File: src/dgor_pkg.sv
// Package: register map, field layout, reset values and decoded types
// What this block does
// Volume code zero mutes channel 1B fully
// Codes 1..255 step half-decibel, 201 unity
// Volume resets to unity code 201
// Fine gain 0.1 dB steps, code 8 unity
// Fine-gain low nibble reserved, reads zero
// Output-2 source decode, codes 6-7 reserved
// Independent codes swap DAC and bypass pins
// Output-2 routing decode, codes 5,7 reserved
// Routing ignored under independent source codes
// Common mode: fraction of reference or half-supply
// Low power valid for DAC, non-stereo routing
// Positive pin drive decode, reset line-out
// Level +24 to -12 dB, 6 dB steps
// Software restricts extreme level codes by path
// Negative bypass impedance 4.4k or 20k
// Bypass input differential or single-ended
// DAC channel 2 bandwidth 24 or 96 kHz
// Registers hold written value, read it back
// Software never writes reserved codes
package dgor_pkg;
    // Register addresses on the control port
    localparam logic [7:0] DGOR_ADDR_VOLUME = 8'h69;
    localparam logic [7:0] DGOR_ADDR_FINE = 8'h6A;
    localparam logic [7:0] DGOR_ADDR_SRC_ROUTE = 8'h6B;
    localparam logic [7:0] DGOR_ADDR_DRIVE_LEVEL = 8'h6C;
    // Reset values
    localparam logic [7:0] DGOR_RST_VOLUME = 8'hC9;
    localparam logic [7:0] DGOR_RST_FINE = 8'h80;
    localparam logic [7:0] DGOR_RST_SRC_ROUTE = 8'h20;
    localparam logic [7:0] DGOR_RST_DRIVE_LEVEL = 8'h20;
    // Field positions
    localparam int DGOR_FINE_LSB = 4;
    localparam int DGOR_SRC_LSB = 5;
    localparam int DGOR_ROUTE_LSB = 2;
    localparam int DGOR_MID_RAIL_REFERENCE_BIT = 1;
    localparam int DGOR_LP_BIT = 0;
    localparam int DGOR_DRIVE_LSB = 6;
    localparam int DGOR_LEVEL_LSB = 3;
    localparam int DGOR_IMP_BIT = 2;
    localparam int DGOR_BYPSE_BIT = 1;
    localparam int DGOR_BW_BIT = 0;
    // Volume and gain codes
    localparam logic [7:0] DGOR_VOL_MUTE = 8'h00;
    localparam logic [7:0] DGOR_VOL_UNITY = 8'hC9;
    localparam logic [3:0] DGOR_FINE_UNITY = 4'h8;
    localparam logic [3:0] DGOR_FINE_RSVD_MASK = 4'h0;

    typedef enum logic [2:0] {
        DGOR_SRC_OFF, DGOR_SRC_DAC, DGOR_SRC_BYPASS, DGOR_SRC_SUM,
        DGOR_SRC_IND_DP, DGOR_SRC_IND_DM, DGOR_SRC_RSVD6, DGOR_SRC_RSVD7
    } dgor_src_t;

    typedef enum logic [2:0] {
        DGOR_RT_DIFF, DGOR_RT_STEREO_SE, DGOR_RT_MONO_P, DGOR_RT_MONO_M,
        DGOR_RT_PDIFF_MCM, DGOR_RT_RSVD5, DGOR_RT_PDIFF_PCM, DGOR_RT_RSVD7
    } dgor_route_t;

    typedef enum logic [1:0] {
        DGOR_DRV_LINE, DGOR_DRV_HP, DGOR_DRV_4OHM, DGOR_DRV_RCV
    } dgor_drive_t;

    // Control port access
    typedef struct packed {
        logic wr;
        logic [7:0] addr;
        logic [7:0] wdata;
    } dgor_req_t;

    // Decoded settings towards the analog and digital paths
    typedef struct packed {
        logic chan1b_mute;
        logic signed [9:0] chan1b_vol_half_db;
        logic signed [4:0] chan1b_fine_tenth_db;
        logic out2_enable;
        logic out2_pos_from_dac;
        logic out2_pos_from_bypass;
        logic out2_neg_from_dac;
        logic out2_neg_from_bypass;
        logic out2_independent;
        logic out2_pos_is_cm;
        logic out2_neg_is_cm;
        logic out2_cfg_reserved;
        logic out2_cm_half_supply;
        logic out2_low_power;
        dgor_drive_t out2_pos_drive;
        logic signed [5:0] out2_pos_level_db;
        logic in2_neg_bypass_20k;
        logic in2_bypass_single_ended;
        logic dac2_wide_band;
    } dgor_cfg_t;
endpackage : dgor_pkg

File: src/dgor_regs.sv
// Register bank for channel 1B gain and output-2 routing
`timescale 1ns/1ns
`default_nettype none
module dgor_regs
    import dgor_pkg::*;
(
    // Clock and reset
    input wire logic clk,
    input wire logic reset,
    // Control port
    input wire dgor_req_t req,
    input wire logic req_valid,
    output logic [7:0] rdata,
    output logic addr_hit,
    // Decoded settings
    output dgor_cfg_t cfg
);
    logic [7:0] volume_ff, nxt_volume;
    logic [3:0] fine_ff, nxt_fine;
    logic [7:0] src_route_ff, nxt_src_route;
    logic [7:0] drive_level_ff, nxt_drive_level;
    logic [7:0] rdata_ff, nxt_rdata;

    wire logic hit_vol = req.addr == DGOR_ADDR_VOLUME;
    wire logic hit_fine = req.addr == DGOR_ADDR_FINE;
    wire logic hit_sr = req.addr == DGOR_ADDR_SRC_ROUTE;
    wire logic hit_dl = req.addr == DGOR_ADDR_DRIVE_LEVEL;
    wire logic wr_en = req_valid && req.wr;

    // Writes update only the addressed register
    assign nxt_volume = (wr_en && hit_vol) ? req.wdata : volume_ff;
    // Reserved low nibble is never stored
    assign nxt_fine = (wr_en && hit_fine) ? req.wdata[7:4] : fine_ff;
    assign nxt_src_route = (wr_en && hit_sr) ? req.wdata : src_route_ff;
    assign nxt_drive_level = (wr_en && hit_dl) ? req.wdata : drive_level_ff;

    // Read mux; unmapped addresses return zero
    assign nxt_rdata = hit_vol ? volume_ff :
        hit_fine ? {fine_ff, DGOR_FINE_RSVD_MASK} :
        hit_sr ? src_route_ff :
        hit_dl ? drive_level_ff : 8'h00;
    assign addr_hit = hit_vol | hit_fine | hit_sr | hit_dl;
    assign rdata = rdata_ff;

    always_ff @(posedge clk) begin
        if (reset) begin
            volume_ff <= DGOR_RST_VOLUME;
            fine_ff <= DGOR_RST_FINE[7:4];
            src_route_ff <= DGOR_RST_SRC_ROUTE;
            drive_level_ff <= DGOR_RST_DRIVE_LEVEL;
            rdata_ff <= 8'h00;
        end else begin
            volume_ff <= nxt_volume;
            fine_ff <= nxt_fine;
            src_route_ff <= nxt_src_route;
            drive_level_ff <= nxt_drive_level;
            rdata_ff <= (req_valid && !req.wr) ? nxt_rdata : rdata_ff;
        end
    end

    // Field extraction
    wire dgor_src_t src = dgor_src_t'(src_route_ff[DGOR_SRC_LSB +: 3]);
    wire dgor_route_t route = dgor_route_t'(src_route_ff[DGOR_ROUTE_LSB +: 3]);
    wire logic [2:0] level = drive_level_ff[DGOR_LEVEL_LSB +: 3];

    // Code 201 is 0 dB, step is half a decibel
    wire logic signed [9:0] vol_half_db =
        $signed({2'b00, volume_ff}) - $signed({2'b00, DGOR_VOL_UNITY});
    // Code 8 is 0 dB, step is a tenth of a decibel
    wire logic signed [4:0] fine_tenth =
        $signed({1'b0, fine_ff}) - $signed({1'b0, DGOR_FINE_UNITY});
    // Code 4 is 0 dB; code 7 reserved, held at unity to stay safe
    wire logic signed [5:0] level_db = (level == 3'd7) ? 6'sd0 :
        6'sd24 - $signed({3'b000, level}) * 6'sd6;

    wire logic is_dac = src == DGOR_SRC_DAC || src == DGOR_SRC_SUM;
    wire logic is_byp = src == DGOR_SRC_BYPASS || src == DGOR_SRC_SUM;
    wire logic indep = src == DGOR_SRC_IND_DP || src == DGOR_SRC_IND_DM;
    wire logic en = src != DGOR_SRC_OFF && src != DGOR_SRC_RSVD6
        && src != DGOR_SRC_RSVD7;
    // Routing field ignored while sources are independent
    wire logic rt_ok = !indep && en;
    wire logic p_cm = rt_ok && route == DGOR_RT_PDIFF_PCM;
    wire logic m_cm = rt_ok && route == DGOR_RT_PDIFF_MCM;
    wire logic p_used = rt_ok && route != DGOR_RT_MONO_M && !p_cm;
    wire logic m_used = rt_ok && route != DGOR_RT_MONO_P && !m_cm;
    wire logic rt_rsvd = route == DGOR_RT_RSVD5 || route == DGOR_RT_RSVD7;

    always_comb begin
        cfg.chan1b_mute = volume_ff == DGOR_VOL_MUTE;
        cfg.chan1b_vol_half_db = vol_half_db;
        cfg.chan1b_fine_tenth_db = fine_tenth;
        cfg.out2_enable = en;
        cfg.out2_independent = indep;
        cfg.out2_pos_from_dac = (p_used && is_dac) || src == DGOR_SRC_IND_DP;
        cfg.out2_pos_from_bypass = (p_used && is_byp) || src == DGOR_SRC_IND_DM;
        cfg.out2_neg_from_dac = (m_used && is_dac) || src == DGOR_SRC_IND_DM;
        cfg.out2_neg_from_bypass = (m_used && is_byp) || src == DGOR_SRC_IND_DP;
        cfg.out2_pos_is_cm = p_cm;
        cfg.out2_neg_is_cm = m_cm;
        cfg.out2_cfg_reserved = rt_ok && rt_rsvd;
        cfg.out2_cm_half_supply = src_route_ff[DGOR_MID_RAIL_REFERENCE_BIT];
        // Low power only honoured where it is valid
        cfg.out2_low_power = src_route_ff[DGOR_LP_BIT] && src == DGOR_SRC_DAC
            && route != DGOR_RT_STEREO_SE;
        cfg.out2_pos_drive = dgor_drive_t'(drive_level_ff[DGOR_DRIVE_LSB +: 2]);
        cfg.out2_pos_level_db = level_db;
        cfg.in2_neg_bypass_20k = drive_level_ff[DGOR_IMP_BIT];
        cfg.in2_bypass_single_ended = drive_level_ff[DGOR_BYPSE_BIT];
        cfg.dac2_wide_band = drive_level_ff[DGOR_BW_BIT];
    end
endmodule : dgor_regs
`default_nettype wire

File: config.mk
export PLATFORM = sky130hd
export DESIGN_NAME = dgor_regs
export DESIGN_NICKNAME = d
export VERILOG_FILES = /design/src/dgor_pkg.sv /design/src/dgor_regs.sv
export SDC_FILE = /design/constraint.sdc
export NUM_CORES = 1
export LEC_CHECK = 0
export ABC_CLOCK_PERIOD_IN_PS = 3100
export BUFFER_PORTS_ARGS = -buffer_cell sky130_fd_sc_hd__buf_4
export CORE_UTILIZATION = 53
export CTS_CLUSTER_DIAMETER = 60
export DETAILED_ROUTE_END_ITERATION = 12
export PLACE_DENSITY = 0.86
export SYNTH_ARGS = -nofsm -noshare
export SYNTH_HDL_FRONTEND = slang
export SYNTH_SLANG_ARGS = --single-unit
export TNS_END_PERCENT = 30
File: constraint.sdc
create_clock -name clk -period 3.1 [get_ports clk]
set_input_delay 0.62 -clock clk [delete_from_list [all_inputs] [get_ports clk]]
set_output_delay 0.62 -clock clk [all_outputs]
set_load 0.05 [all_outputs]
Word-level counts from Yosys, hierarchy flattened
Cells that the tools add are included.
{"block": "word_totals", "ff_bits": 36, "input_bits": 20, "elab_cells": 72}
{"block": "op_classes", "addsub": 3, "mul": 1, "n_eq_ne": 19, "mux": 5, "bitwise_logic": 3, "n_reduce_logical": 36}
{"op": "$eq 8x7->1 const B", "n": 4}
{"op": "$mux 8", "n": 4}
{"op": "$logic_and 1x1->1", "n": 22}
{"op": "$eq 3x3->1 const B", "n": 7}
{"op": "$sub 8x8->9 const B", "n": 1}
{"op": "$logic_not 8->1", "n": 1}
{"op": "$logic_or 1x1->1", "n": 8}
{"op": "$eq 3x2->1 const B", "n": 2}
{"op": "$mux 6", "n": 1}
{"op": "$ne 3x2->1 const B", "n": 2}
{"op": "$ne 3x3->1 const B", "n": 2}
{"op": "$sub 6x6->6 const A", "n": 1}
{"op": "$mul 3x2->5 const B", "n": 1}
{"op": "$sub 4x4->5 const B", "n": 1}
{"op": "$logic_not 1->1", "n": 4}
{"op": "$eq 3x1->1 const B", "n": 1}
{"op": "$ne 3x1->1 const B", "n": 1}
{"op": "$or 1x1->1", "n": 3}
{"op": "$reduce_bool 3->1", "n": 1}

Depth between registers and ports, before layout
{"block": "logic_depth", "word_depth": 9, "depth_mapped": 6}

Least setup slack after synthesis
Ideal clock, no wire load.
{"block": "synth_timing", "path_type": "reg2out", "from": "register src_route_ff[7]", "to": "output cfg[11] (netlist name)", "arrival_time_ps": 3004, "required_time_ps": 2480, "setup_slack_ps": -524, "stages_incl_launch_ff": 4, "path_buffers": 1, "path_cell_list": "dfxtp_1 -> clkbuf_1 -> nand2b_1 -> a2111oi_0"}
{"item": "start, declared", "line": "dgor_regs.sv:20", "text": "logic [7:0] src_route_ff, nxt_src_route;"}
{"item": "start signal, assigned", "line": "dgor_regs.sv:55", "text": "src_route_ff <= nxt_src_route;"}
{"item": "end, declared", "line": "dgor_regs.sv:16", "text": "output dgor_cfg_t cfg"}

==> flow_summary.json <==
{
  "slowest_stage": "fa_2",
  "critical_path_class": "register to output pin",
  "avgSynthCellArea_um2": 9.04,
  "detailed_place_hpwl_mm": 4.19,
  "rr_worst_depth": 4,
  "initial_core_util_pct": 55.5,
  "fin_cells": 365,
  "insertion_delay_ns": 0.29,
  "fp.dieH_um": 70.0,
  "start_kind": "register",
  "vias_per_cell": 5.74,
  "grt_pass1_vias": 1912,
  "rsz0062_at_grt": "false",
  "max-vdd-ir-drop_mv": 0.210,
  "finalHoldViolCount": 0,
  "powerDensity_nw_per_um2": 297,
  "worstPathCellList": "ha_2 -> inv_1 -> fa_2 -> o21bai_1 -> xor2_1 -> mux2i_1 -> buf_4",
  "slowest_delay_ns": 0.60,
  "arrival_ns": 2.36,
  "wl_per_cell_um": 15.7,
  "design.die.area_um2": 4900,
  "end_kind": "output pin",
  "ant_nets": 0,
  "grt-ovfl-total": 0,
  "multiInputGateArea_um2": 1510,
  "hp-class": "register to register",
  "postSynth.asyncResetShare_pct": 0,
  "leakage_nw": 1.27,
  "h-tree-depth": 2,
  "num_vias": 2094,
  "cts_buffers": 5,
  "setup-tns-final_ns": 0,
  "cp_max_fo": 6,
  "place_inst": 357,
  "postRouteWirelength_mm": 5.72,
  "ys_warn_count": 0,
  "final-seq-area_um2": 723,
  "drc": 0,
  "worst_slew_pin_slew_ns": 0.793,
  "core_um2": 4410,
  "grt_first_pass_wirelength_mm": 9.43,
  "num_rows": 24,
  "fin_crit_sh_pct": 96.1,
  "antenna_found_initial": 0,
  "post-route-min-period_ns": 2.98,
  "cts_tree": "yes",
  "gp_congestion": 0.792,
  "synthesis.nets": 297,
  "skew_ns": 0.00356,
  "cts_buffer_depth": 2,
  "hold_depth": 1,
  "synth_cell_types": 46,
  "grt_start_max_net_pins": 49,
  "synth_edf_count": 0,
  "io_pins": 67,
  "grtUsageTotal_pct": 24.5,
  "slew_violations": 0,
  "drt_iter0_markers": 188,
  "nets": 339,
  "portBuffers": 65,
  "dieWidth_um": 70.0,
  "setup_viol": 0,
  "max_slew_margin_pct": 46.7,
  "ys.flop_type": "dfxtp_1",
  "areaGrowthSynthToFinish_pct": 18.9,
  "cts.sinks": 36,
  "status": "complete, no violations",
  "drive_gt1_share_pct": 26.2,
  "ys_seq_area_share_pct": 29.4,
  "max_freq_ghz": 0.336,
  "cts_hold_buf": 0,
  "worstPathRequired_ns": 2.48,
  "max_cap_viol_count": 0,
  "firstDrtPassIters": 4,
  "yosys_register_bits": 36,
  "num_antenna_cells": 0,
  "clkTransAtPathRegs_ns": 0.07,
  "netlist_area_um2": 2450,
  "cts-root-buf": "clkbuf_8",
  "syn_inst": 271,
  "n_fill_cell": 370
}
[synthesized netlist by cell type (5+ instances only)]
library cell | n | area share, %
or4bb_1 | 8 | 3.7
inv_1 | 10 | 1.5
clkbuf_1 | 11 | 1.7
nor2_1 | 19 | 2.9
dfxtp_1 | 36 | 29
nand3b_1 | 5 | 1.5
o21ai_0 | 7 | 1.4
nand2b_1 | 39 | 10
mux2i_1 | 33 | 13
buf_4 | 16 | 4.9
a21oi_1 | 6 | 1.2
ha_1 | 5 | 2.6
xor2_1 | 7 | 2.5
nand2_1 | 5 | 0.77
[registers in the layout (all words and copies together), names as in the netlist]
register / count
rdata: 8
drive_level_ff: 8
src_route_ff: 8
volume_ff: 8
fine_ff: 4
[per-layer routing]
layer / vias to the layer above / GRT usage, % / routed length (um)
met5: - / 0 / 0
met4: 0 / 6.67 / 46
met3: 6 / 6.06 / 323
met2: 60 / 41.1 / 2860
met1: 1003 / 31.1 / 2480
li1: 1025 / - / -
[logic make-up after synthesis]
kind of cell               count (synthesis)  synth area share [%]
AOI/OAI and AO/OA                         38                  11.3
xor gates and xnor gates                  11                  3.93
adders and majority gates                  6                  3.37
buffers and inverters                     42                  9.60
DFF                                       36                  29.4
muxes                                     33                  13.5
other                                      1                 0.153
and+or+nand+nor                          104                  28.7
[cell type report]
class,count,area share [%]
Clock buffer,6,2.49
Inverter,10,1.29
Tap cell,52,2.23
Clock inverter,1,0.172
Multi-Input combinational cell,193,51.7
Timing Repair Buffer,67,17.3
Sequential cell,36,24.8
[worst max-delay path, delay by kind of cell, from the launching register on]
kind | cells | cell delay (ns)
fa+ha+maj | 2 | 0.83
flops | 1 | 0.39
buf+inv | 2 | 0.30
mux | 1 | 0.20
xor+xnor | 1 | 0.19
compound gates | 1 | 0.15
[report_power, final]
group          internal (W)  switching (W)
Sequential         0.000463    0.000000413
Clock              0.000153       0.000159
Combinational     0.0000384      0.0000512
[layout by cell type (no fill, tap or decap), drive strengths merged, types with 5 or more instances in the layout]
cell,count
buf,67
nand2b,39
dfxtp,36
mux2i,33
nor2,19
inv,10
or4bb,8
xor2,7
o21ai,7
a21oi,6
clkbuf,6
nor4,6
nand2,5
nand3b,5
ha,5
[final timing paths]
check                    startpoint        to  slack (ns)
setup reg to reg  drive_level_ff[5]  rdata[5]        1.74
hold reg to reg            rdata[7]  rdata[7]        0.47
hold / removal             rdata[7]  rdata[7]        0.47
setup / recovery  drive_level_ff[3]    cfg[7]        0.12
[per-stage QoR]
stage | area, um^2 | hold WS [ns] | power (W) | util, % | worst slack [ns]
2_1_floorplan | 2450 | 0.457 | 0.000531 | - | -0.0253
3_3_place_gp | 2820 | 0.455 | 0.000561 | 63.8 | 0.395
3_5_place_dp | 2820 | 0.457 | 0.000562 | 63.8 | 0.274
4_1_cts | 2900 | 0.472 | 0.000872 | 65.6 | 0.0605
5_1_grt | 2910 | 0.487 | 0.000904 | 66.0 | 0.00294
6_report | 2910 | 0.466 | 0.000864 | 66.0 | 0.121
[what timing repair did]
action                                  in CTS  in global routing
endpoints found under the setup margin       2                  2
cloned                                       0                  0
pin swaps                                    1                  1
endpoints found under the hold margin        0                  0
setup buffers                                0                  1
gates resized for setup                      2                  3
(Power assumes the default switching activity.)
